### config.mk
export PLATFORM = sky130hd
export DESIGN_NAME = thr_hopper_ctrl
export DESIGN_NICKNAME = d
export VERILOG_FILES = /design/src/rtl/thr_rot_watch.v /design/src/rtl/thr_hopper_ctrl.v
export VERILOG_INCLUDE_DIRS = /design/src /design/src/rtl
export SDC_FILE = /design/constraint.sdc
export NUM_CORES = 1
export LEC_CHECK = 0
export ABC_CLOCK_PERIOD_IN_PS = 9840
export BUFFER_PORTS_ARGS = -buffer_cell sky130_fd_sc_hd__buf_2
export CORE_UTILIZATION = 55
export DETAILED_ROUTE_END_ITERATION = 8
export PLACE_DENSITY = 0.72
export SYNTH_ARGS = -nofsm -noshare
export SYNTH_HDL_FRONTEND = slang
export SYNTH_HIERARCHICAL = 1
export SYNTH_SLANG_ARGS = --single-unit
### constraint.sdc
create_clock -name clk -period 9.84 [get_ports clk]
set_clock_uncertainty 0.15 [all_clocks]
set_input_delay 0.492 -clock clk [delete_from_list [all_inputs] [get_ports clk]]
set_output_delay 0.492 -clock clk [all_outputs]
set_load 0.02 [all_outputs]
### src/rtl/thr_regs.vh
`ifndef THR_REGS_VH
`define THR_REGS_VH

// Clock and millisecond timebase.
`define THR_CLK_HZ        40000000
`define THR_MS_CYCLES     (`THR_CLK_HZ / 1000)

// Toner supply timing, in milliseconds.
`define THR_T_SETTLE_MS   16'd1000
`define THR_T_WAIT_MS     16'd1000
`define THR_T_PUMP_MS     16'd2000
`define THR_T_STALL_MS    16'd2000
`define THR_T_CLUTCH_MS   16'd500
`define THR_T_AGIT_MS     16'd500

// Register byte addresses.
`define THR_A_CTRL        8'h00
`define THR_A_STATUS      8'h04
`define THR_A_MASK        8'h08
`define THR_A_ON_CNT      8'h0c
`define THR_A_OFF_CNT     8'h10
`define THR_A_ROT_WIN     8'h14
`define THR_A_LIVE        8'h18
`define THR_A_COPY_CNT    8'h1c
`define THR_A_ONTIME0     8'h20
`define THR_A_ONTIME4     8'h30

// Reset values.
`define THR_RST_CTRL      1'b1
`define THR_RST_ON_CNT    32'd25000
`define THR_RST_OFF_CNT   32'd25000
`define THR_RST_ROT_WIN   16'd3000
`define THR_RST_PINS      12'h300

// Status and mask bit positions.
`define THR_ST_STALL      0
`define THR_ST_NEAR_FULL  1
`define THR_ST_FULL       2
`define THR_ST_NOT_SET    3
`define THR_ST_COVER_OPEN 4
`define THR_ST_PURGE      5
`define THR_ST_W          6

// Synchronised pin vector positions.
`define THR_P_HOP_LOW     0
`define THR_P_CLUTCH      1
`define THR_P_BANK        2
`define THR_P_BOT_AGIT    3
`define THR_P_CYL_AGIT    4
`define THR_P_DRUM        5
`define THR_P_AGIT_ROT    6
`define THR_P_OVF_ROT     7
`define THR_P_BOT_SET     8
`define THR_P_COVER       9
`define THR_P_COPY        10
`define THR_P_PATH_EMPTY  11
`define THR_P_W           12

`endif

### src/rtl/thr_rot_watch.v
`timescale 1ns/10ps
`default_nettype none

// Reports a rotation sensor as stuck when its output holds still for a whole
// window of milliseconds while its drive runs. A stopped drive freezes the
// count, so an idle machine never looks like a jammed agitator.
module thr_rot_watch (
  input  wire        clk,
  input  wire        rstn,
  input  wire        ms_tick,
  input  wire        drive_on,
  input  wire        sense,
  input  wire [15:0] window_ms,
  output reg         stuck_reg
);

  reg        sense_prev_reg;
  reg [15:0] still_ms_reg;
  wire       edge_seen = sense ^ sense_prev_reg;

  always @(posedge clk) begin
    if (!rstn) begin
      sense_prev_reg <= 1'b0;
      still_ms_reg   <= 16'h0000;
      stuck_reg      <= 1'b0;
    end else begin
      sense_prev_reg <= sense;
      if (edge_seen) begin
        still_ms_reg <= 16'h0000;
        stuck_reg    <= 1'b0;
      end else if (ms_tick && drive_on) begin
        if (still_ms_reg >= window_ms) begin
          stuck_reg <= 1'b1; // RL15
        end else begin
          still_ms_reg <= still_ms_reg + 16'h0001;
        end
      end
    end
  end

endmodule // thr_rot_watch

`default_nettype wire

### src/rtl/thr_hopper_ctrl.v
// What this block does
// RL1: The hopper level is sampled 1 s after the hopper agitator stops and 1 s after the pump stops.
// RL2: A sample showing too little toner leads to a 1 s wait and then 2 s of pump running.
// RL3: Too little toner reported for longer than 2 s raises the supply stall fault.
// RL4: The hopper agitator runs whenever the pump runs.
// RL5: Each 500 ms of supply clutch on-time runs the hopper agitator for 500 ms.
// RL6: The clutch on-time count clears when the agitator starts and at once when toner is present.
// RL7: On-time totals are kept for bank motor, supply clutch, bottle agitator, cylinder agitator and pump.
// RL8: The recycle shutter is held on while recycling and dropped once copies exceed the on count.
// RL9: After the shutter drops, recycling stays off for the purge count of copies.
// RL10: Both the recycle interval and purge duration counts are software settable, 25000 by default.
// RL11: A bottle agitator rotation sensor that stops changing flags the bottle as nearly full.
// RL12: An overflow sensor that stops changing flags toner full, feeds out the paper path, then stops.
// RL13: A bottle set sensor reporting a bad install raises the bottle not set error.
// RL14: All operation is inhibited while the bottle cover switch does not report it attached; the code stops only the refill sequencer, pump and hopper agitator.
// RL15: A rotation sensor is stuck when no transition comes within a set window while its drive runs.
//
// Added by the designer: the register addresses and strobed register access.
`timescale 1ns/10ps
`default_nettype none
`include "thr_regs.vh"

module thr_hopper_ctrl #(
  parameter MS_CYCLES = `THR_MS_CYCLES
) (
  input  wire                  clk,
  input  wire                  rstn,
  input  wire [7:0]            addr,
  input  wire [31:0]           wdata,
  input  wire                  wr,
  input  wire                  rd,
  output reg  [31:0]           rdata,
  output wire                  irq,
  input  wire [`THR_P_W-1:0]   pins,
  output reg                   pump_motor,
  output reg                   hopper_agitator,
  output reg                   shutter_solenoid,
  output reg                   machine_inhibit,
  output reg                   bottle_near_full,
  output reg                   toner_full,
  output reg                   bottle_not_set,
  output reg                   feed_out_request,
  output reg                   stop_printing,
  output wire                  hopper_supply_stall_fault
);

  localparam [3:0] S_IDLE   = 4'b0001;
  localparam [3:0] S_SETTLE = 4'b0010;
  localparam [3:0] S_WAIT   = 4'b0100;
  localparam [3:0] S_PUMP   = 4'b1000;

  // Two flops per pin, reset to the idle levels so that no false event follows reset.
  reg [`THR_P_W-1:0] pin_meta_reg;
  reg [`THR_P_W-1:0] pin_reg;
  always @(posedge clk) begin
    if (!rstn) begin
      pin_meta_reg <= `THR_RST_PINS;
      pin_reg      <= `THR_RST_PINS;
    end else begin
      pin_meta_reg <= pins;
      pin_reg      <= pin_meta_reg;
    end
  end

  wire hop_low    = pin_reg[`THR_P_HOP_LOW];
  wire cover_ok   = pin_reg[`THR_P_COVER];
  wire path_empty = pin_reg[`THR_P_PATH_EMPTY];

  // Millisecond timebase.
  reg [15:0] div_reg;
  wire       ms_tick = (div_reg == MS_CYCLES - 1);
  always @(posedge clk) begin
    if (!rstn || ms_tick)
      div_reg <= 16'h0000;
    else
      div_reg <= div_reg + 16'h0001;
  end

  // Software registers.
  reg                   ctrl_en_reg;
  reg [`THR_ST_W-1:0]   status_reg;
  reg [`THR_ST_W-1:0]   mask_reg;
  reg [31:0]            on_cnt_reg;
  reg [31:0]            off_cnt_reg;
  reg [15:0]            rot_win_reg;
  reg [31:0]            ontime_reg [0:4];
  wire                  run = ctrl_en_reg && cover_ok;

  // Hopper refill sequencer state.
  reg [3:0]  hop_state_reg;
  reg [15:0] hop_ms_reg;
  reg        agit_run_reg;
  reg [15:0] agit_ms_reg;
  reg [15:0] clutch_ms_reg;
  reg        stall_armed_reg;
  reg [15:0] stall_ms_reg;
  reg        stall_evt;
  reg        pump_prev_reg;
  reg        agit_prev_reg;
  wire       pump_fall = pump_prev_reg && !pump_motor;
  wire       agit_fall = agit_prev_reg && !hopper_agitator;
  wire       agit_rise = !agit_prev_reg && hopper_agitator;

  always @(posedge clk) begin
    if (!rstn) begin
      hop_state_reg   <= S_SETTLE;
      hop_ms_reg      <= 16'h0000;
      pump_motor      <= 1'b0;
      stall_armed_reg <= 1'b0;
      stall_ms_reg    <= 16'h0000;
      stall_evt       <= 1'b0;
    end else if (!run) begin
      // Inhibited: stop the pump and resample once operation resumes.
      hop_state_reg   <= S_SETTLE; // RL14
      hop_ms_reg      <= 16'h0000;
      pump_motor      <= 1'b0;
      stall_armed_reg <= 1'b0;
      stall_evt       <= 1'b0;
    end else begin
      stall_evt <= 1'b0;
      case (hop_state_reg)
        S_IDLE: begin
          pump_motor <= 1'b0;
          if (agit_fall || pump_fall) begin
            hop_state_reg <= S_SETTLE;
            hop_ms_reg    <= 16'h0000;
          end
        end
        S_SETTLE: begin
          pump_motor <= 1'b0;
          if (agit_fall || pump_fall) begin
            hop_ms_reg <= 16'h0000;
          end else if (ms_tick) begin
            if (hop_ms_reg == `THR_T_SETTLE_MS - 16'd1) begin
              hop_ms_reg    <= 16'h0000;
              hop_state_reg <= hop_low ? S_WAIT : S_IDLE; // RL1
            end else begin
              hop_ms_reg <= hop_ms_reg + 16'h0001;
            end
          end
        end
        S_WAIT: begin
          if (ms_tick) begin
            if (hop_ms_reg == `THR_T_WAIT_MS - 16'd1) begin
              hop_ms_reg      <= 16'h0000;
              hop_state_reg   <= S_PUMP; // RL2
              pump_motor      <= 1'b1;
              stall_armed_reg <= 1'b1;
              stall_ms_reg    <= 16'h0000;
            end else begin
              hop_ms_reg <= hop_ms_reg + 16'h0001;
            end
          end
        end
        S_PUMP: begin
          if (ms_tick) begin
            if (hop_ms_reg == `THR_T_PUMP_MS - 16'd1) begin
              hop_ms_reg    <= 16'h0000;
              hop_state_reg <= S_SETTLE; // RL2
              pump_motor    <= 1'b0;
            end else begin
              hop_ms_reg <= hop_ms_reg + 16'h0001;
            end
          end
        end
        default: begin
          hop_state_reg <= S_SETTLE;
          hop_ms_reg    <= 16'h0000;
          pump_motor    <= 1'b0;
        end
      endcase
      // Low toner measured from pump start; one fault per refill attempt.
      if (!hop_low) begin
        stall_armed_reg <= 1'b0;
      end else if (stall_armed_reg && ms_tick && !(hop_state_reg == S_WAIT)) begin
        if (stall_ms_reg == `THR_T_STALL_MS) begin
          stall_evt       <= 1'b1; // RL3
          stall_armed_reg <= 1'b0;
        end else begin
          stall_ms_reg <= stall_ms_reg + 16'h0001;
        end
      end
    end
  end

  // Hopper agitator: with the pump, or for a slot earned by clutch time.
  always @(posedge clk) begin
    if (!rstn) begin
      agit_run_reg    <= 1'b0;
      agit_ms_reg     <= 16'h0000;
      clutch_ms_reg   <= 16'h0000;
      hopper_agitator <= 1'b0;
      pump_prev_reg   <= 1'b0;
      agit_prev_reg   <= 1'b0;
    end else begin
      pump_prev_reg   <= pump_motor;
      agit_prev_reg   <= hopper_agitator;
      hopper_agitator <= run && (pump_motor || agit_run_reg); // RL4
      if (!run) begin
        agit_run_reg <= 1'b0;
        agit_ms_reg  <= 16'h0000;
      end else if (agit_run_reg && ms_tick) begin
        if (agit_ms_reg == `THR_T_AGIT_MS - 16'd1) begin
          agit_run_reg <= 1'b0;
          agit_ms_reg  <= 16'h0000;
        end else begin
          agit_ms_reg <= agit_ms_reg + 16'h0001;
        end
      end else if (ms_tick && pin_reg[`THR_P_CLUTCH] &&
                   clutch_ms_reg == `THR_T_CLUTCH_MS - 16'd1) begin
        agit_run_reg <= 1'b1; // RL5
        agit_ms_reg  <= 16'h0000;
      end
      if (!hop_low || agit_rise) begin
        clutch_ms_reg <= 16'h0000; // RL6
      end else if (ms_tick && pin_reg[`THR_P_CLUTCH]) begin
        if (clutch_ms_reg == `THR_T_CLUTCH_MS - 16'd1)
          clutch_ms_reg <= 16'h0000;
        else
          clutch_ms_reg <= clutch_ms_reg + 16'h0001; // RL5
      end
    end
  end

  // Recycle shutter and purge by copy count.
  reg        copy_prev_reg;
  reg        recycling_reg;
  reg [31:0] copy_cnt_reg;
  reg        purge_evt;
  wire       copy_evt = pin_reg[`THR_P_COPY] && !copy_prev_reg;
  wire [31:0] copy_cnt_inc = copy_cnt_reg + 32'h0000_0001;

  always @(posedge clk) begin
    if (!rstn) begin
      copy_prev_reg    <= 1'b0;
      recycling_reg    <= 1'b1;
      copy_cnt_reg     <= 32'h0000_0000;
      shutter_solenoid <= 1'b0;
      purge_evt        <= 1'b0;
    end else begin
      copy_prev_reg    <= pin_reg[`THR_P_COPY];
      shutter_solenoid <= recycling_reg; // RL8
      purge_evt        <= 1'b0;
      if (copy_evt) begin
        if (recycling_reg && copy_cnt_inc > on_cnt_reg) begin
          recycling_reg <= 1'b0; // RL8
          copy_cnt_reg  <= 32'h0000_0000;
          purge_evt     <= 1'b1;
        end else if (!recycling_reg && copy_cnt_inc >= off_cnt_reg) begin
          recycling_reg <= 1'b1; // RL9
          copy_cnt_reg  <= 32'h0000_0000;
        end else begin
          copy_cnt_reg <= copy_cnt_inc;
        end
      end
    end
  end

  // Waste bottle supervision.
  wire agit_stuck;
  wire ovf_stuck;

  thr_rot_watch u_agit_watch (
    .clk       (clk),
    .rstn      (rstn),
    .ms_tick   (ms_tick),
    .drive_on  (pin_reg[`THR_P_BOT_AGIT]),
    .sense     (pin_reg[`THR_P_AGIT_ROT]),
    .window_ms (rot_win_reg),
    .stuck_reg (agit_stuck)
  );

  thr_rot_watch u_ovf_watch (
    .clk       (clk),
    .rstn      (rstn),
    .ms_tick   (ms_tick),
    .drive_on  (pin_reg[`THR_P_DRUM]),
    .sense     (pin_reg[`THR_P_OVF_ROT]),
    .window_ms (rot_win_reg),
    .stuck_reg (ovf_stuck)
  );

  // The full flag latches: once the coil stalls it stays full until reset,
  // since a coil that slips free does not mean the bottle emptied.
  always @(posedge clk) begin
    if (!rstn) begin
      bottle_near_full <= 1'b0;
      toner_full       <= 1'b0;
      bottle_not_set   <= 1'b0;
      machine_inhibit  <= 1'b0;
      feed_out_request <= 1'b0;
      stop_printing    <= 1'b0;
    end else begin
      bottle_near_full <= bottle_near_full || agit_stuck; // RL11
      toner_full       <= toner_full || ovf_stuck; // RL12
      bottle_not_set   <= !pin_reg[`THR_P_BOT_SET]; // RL13
      machine_inhibit  <= !cover_ok; // RL14
      feed_out_request <= toner_full && !path_empty; // RL12
      stop_printing    <= toner_full && path_empty; // RL12
    end
  end

  // Event capture: a new event beats a clear in the same cycle.
  wire [`THR_ST_W-1:0] st_set;
  assign st_set[`THR_ST_STALL]      = stall_evt;
  assign st_set[`THR_ST_NEAR_FULL]  = agit_stuck && !bottle_near_full;
  assign st_set[`THR_ST_FULL]       = ovf_stuck && !toner_full;
  assign st_set[`THR_ST_NOT_SET]    = !pin_reg[`THR_P_BOT_SET] && !bottle_not_set;
  assign st_set[`THR_ST_COVER_OPEN] = !cover_ok && !machine_inhibit;
  assign st_set[`THR_ST_PURGE]      = purge_evt;
  wire [`THR_ST_W-1:0] st_clr = (wr && addr == `THR_A_STATUS) ?
                                wdata[`THR_ST_W-1:0] : {`THR_ST_W{1'b0}};

  assign irq = |(status_reg & mask_reg);
  assign hopper_supply_stall_fault = status_reg[`THR_ST_STALL]; // RL3

  // On-time totals in milliseconds; a write to a total clears it.
  wire [4:0] on_src = {pump_motor, pin_reg[`THR_P_CYL_AGIT], pin_reg[`THR_P_BOT_AGIT],
                       pin_reg[`THR_P_CLUTCH], pin_reg[`THR_P_BANK]};
  integer i;
  always @(posedge clk) begin
    if (!rstn) begin
      for (i = 0; i < 5; i = i + 1)
        ontime_reg[i] <= 32'h0000_0000;
    end else begin
      for (i = 0; i < 5; i = i + 1) begin
        if (wr && addr == `THR_A_ONTIME0 + i[7:0] * 8'h04)
          ontime_reg[i] <= 32'h0000_0000;
        else if (ms_tick && on_src[i])
          ontime_reg[i] <= ontime_reg[i] + 32'h0000_0001; // RL7
      end
    end
  end

  always @(posedge clk) begin
    if (!rstn) begin
      ctrl_en_reg <= `THR_RST_CTRL;
      status_reg  <= {`THR_ST_W{1'b0}};
      mask_reg    <= {`THR_ST_W{1'b0}};
      on_cnt_reg  <= `THR_RST_ON_CNT;
      off_cnt_reg <= `THR_RST_OFF_CNT;
      rot_win_reg <= `THR_RST_ROT_WIN;
    end else begin
      status_reg <= (status_reg & ~st_clr) | st_set;
      if (wr) begin
        case (addr)
          `THR_A_CTRL:    ctrl_en_reg <= wdata[0];
          `THR_A_MASK:    mask_reg    <= wdata[`THR_ST_W-1:0];
          `THR_A_ON_CNT:  on_cnt_reg  <= wdata; // RL10
          `THR_A_OFF_CNT: off_cnt_reg <= wdata; // RL10
          `THR_A_ROT_WIN: rot_win_reg <= wdata[15:0]; // RL15
          default: ;
        endcase
      end
    end
  end

  always @(posedge clk) begin
    if (!rstn) begin
      rdata <= 32'h0000_0000;
    end else if (rd) begin
      case (addr)
        `THR_A_CTRL:     rdata <= {31'h0, ctrl_en_reg};
        `THR_A_STATUS:   rdata <= {26'h0, status_reg};
        `THR_A_MASK:     rdata <= {26'h0, mask_reg};
        `THR_A_ON_CNT:   rdata <= on_cnt_reg;
        `THR_A_OFF_CNT:  rdata <= off_cnt_reg;
        `THR_A_ROT_WIN:  rdata <= {16'h0, rot_win_reg};
        `THR_A_LIVE:     rdata <= {22'h0, recycling_reg, agit_run_reg, hopper_agitator,
                                   pump_motor, run, hop_low, hop_state_reg};
        `THR_A_COPY_CNT: rdata <= copy_cnt_reg;
        8'h20:           rdata <= ontime_reg[0]; // RL7
        8'h24:           rdata <= ontime_reg[1];
        8'h28:           rdata <= ontime_reg[2];
        8'h2c:           rdata <= ontime_reg[3];
        `THR_A_ONTIME4:  rdata <= ontime_reg[4];
        default:         rdata <= 32'h0000_0000;
      endcase
    end else begin
      rdata <= 32'h0000_0000;
    end
  end

endmodule // thr_hopper_ctrl

`default_nettype wire

==> out/metrics.csv <==
metric,value,unit
largest_reg_flops,160,
place_congestion,0.981,
cp-start-kind,flop,
setup_tns,0,ns
synth_top_area_share,0.251,
ys_seq_elements,478,
yosys_most_used_dff,dfxtp_1,
drt_iter0_markers,2499,
drcViolationCount,0,
root_buffer,clkbuf_16,
core_area,0.0455,mm2
slew_violations,0,
rsz0062_at_grt,false,
post_dp_cell_area,0.0263,mm2
fin_nets,3138,
row_count,78,
hold_path_class,in2reg,
peakVddDrop,150,uV
grt_pass1_wl,114000,um
synth_edf_count,160,
p_leak,9.89,nW
synth.most_common_cell,nand2_1,
ant_nets,0,
firstDrtPassIters,7,
end_kind,flop,
power_frac_comb,0.033,
via_count,22300,
hold_viol,0,
stdcell_area,0.0283,mm2
cts_max_level,2,
fp.dieW,217,um
fin_crit,4.82,ns
cap_violations,0,
power.internal,0.00326,W
clock.fmax,208,MHz
period_share,0.490,
ys_async_sr_fraction,0,
hpwl,52500,um
cts-buffers-inserted,52,
cts_setup_buffers,0,
max-slew-margin-rel,0.0694,
critPathKind,reg2reg,
dp.cells,3493,
io_pins,99,
synthTopCellsByArea,"dfxtp_1, edfxtp_1, nand2_1, ha_1, nor2_1",
setup_violations,0,
wire_per_inst,20.0,um
worst_pin_slew,1.39,ns
power.density,150,mW/mm2
grt_antenna_before_repair,2,
layout-drive-gt1-share,0.0806,
synth_common_cells,"nand2_1, nor2_1, dfxtp_1, a21oi_1, edfxtp_1",
initial_utilization,0.559,
grt_usage,0.304,
port_buffers,98,
seqPwrFrac,0.504,
dieArea,0.0471,mm2
cp_max_fo,30,
synth_area,0.0254,mm2
clkTransAtPathRegs,0.06,ns
cts_tree,done,
clock_latency,0.61,ns
instances_no_fill,3618,
cts_resized,0,
clkPwrFrac,0.462,
cts_hold_buf,25,
ys_types,72,
grt_pass1_vias,20800,
syn_nets,3081,
synthCells,2915,
yosysWarnings,6,
fill_cells,3946,
worstPathArrival,5.18,ns
clk_path_buf_depth,3,
area_growth_syn_to_layout,11.3,%
yosysTopAreaCell,dfxtp_1,
swShare,0.231,
cts.sinks,478,
wirelength,72400,um
seq_area_frac_synth,0.440,
power.switching,0.000978,W
dieHeight,217,um
status,"complete, no violations",
grt_max_degree,76,
avgSynthCellArea,8.72,um2
grt_overflow,0,
cp_data_required_time,10.21,ns
vias_per_cell,6.17,
cell families after synthesis:
family | Yosys count | share of synthesized area
buf+inv | 290 | 0.0439
simple gates | 1240 | 0.235
xor+xnor | 225 | 0.0776
mux | 10 | 0.00399
fa+ha+maj | 110 | 0.0542
flops | 478 | 0.440
compound gates | 562 | 0.145
metrics by stage:
| step | hold WS [ns] | utilization | total power [W] | setup WS (ns) |
|---|---|---|---|---|
| 2_1_floorplan | 0.234 | - | 0.00224 | 5.86 |
| 3_3_place_gp | 0.238 | 0.579 | 0.00230 | 5.19 |
| 3_5_place_dp | 0.242 | 0.579 | 0.00231 | 5.05 |
| 4_1_cts | 0.00308 | 0.622 | 0.00425 | 5.02 |
| 5_1_grt | 0.0197 | 0.622 | 0.00436 | 4.60 |
| 6_report | 0.0254 | 0.622 | 0.00424 | 5.02 |
cell type report:
cell class | instances | area (um2) | area share
Clock inverter | 22 | 174 | 0.00615
Antenna cell | 2 | 5.00 | 0.000177
Timing Repair Buffer | 154 | 973 | 0.0344
Multi-Input combinational cell | 2147 | 13200 | 0.465
Clock buffer | 76 | 1520 | 0.0539
Sequential cell | 478 | 11200 | 0.395
Inverter | 139 | 524 | 0.0185
Tap cell | 600 | 751 | 0.0265
power by group through the flow:
stage               Sequential [W]  Combinational, W  Clock (W)
floorplan                  0.00216         0.0000846          0
global placement           0.00217          0.000128          0
detailed placement         0.00218          0.000131          0
CTS                        0.00213          0.000140    0.00198
global route               0.00214          0.000154    0.00206
finish                     0.00214          0.000141    0.00196
per-layer routing:
metal	GRT usage	share of wire	up-vias
met5	0	0.00018	-
met4	0.107	0.031	2
met3	0.0675	0.10	138
met2	0.454	0.43	966
met1	0.433	0.44	10600
li1	-	-	10600
critical path, cell delays in order, from the launching register on:
cell	delay [ns]
dfxtp_1	0.46
ha_1	0.27
nand4_1	0.18
or4_1	0.71
nor3_2	0.54
nand2_1	0.14
xor2_1	0.20
inv_1	0.10
ha_1	0.28
nand4_1	0.19
nor4_1	0.41
a31oi_1	0.12
o31a_1	0.12
a41oi_1	0.27
a21oi_2	0.08
buf_4	0.27
nor3_1	0.23
path summary, 6_finish.rpt:
| check | startpoint | end | slack (ns) | depth (start not counted) |
|---|---|---|---|---|
| worst max register to register | copy_cnt_reg[0] | copy_cnt_reg[16] | 5.02 | 16 |
| worst min-delay path | wdata[22] | off_cnt_reg[22] | 0.03 | 3 |
| worst max-delay path | copy_cnt_reg[0] | copy_cnt_reg[16] | 5.02 | 16 |
| worst min register to register | pin_reg[11] | feed_out_request | 0.25 | 1 |
layout by cell type (no fill, tap or decap), types with 74 or more instances in the layout:
| cell | count |
|---|---|
| nand4_1 | 74 |
| nand2_1 | 367 |
| dfxtp_1 | 318 |
| xnor2_1 | 105 |
| nand3_1 | 140 |
| xor2_1 | 120 |
| nor2_1 | 314 |
| a21oi_1 | 203 |
| ha_1 | 110 |
| inv_1 | 138 |
| buf_2 | 98 |
| edfxtp_1 | 160 |
Note: power is estimated with default switching activity, not from simulation.
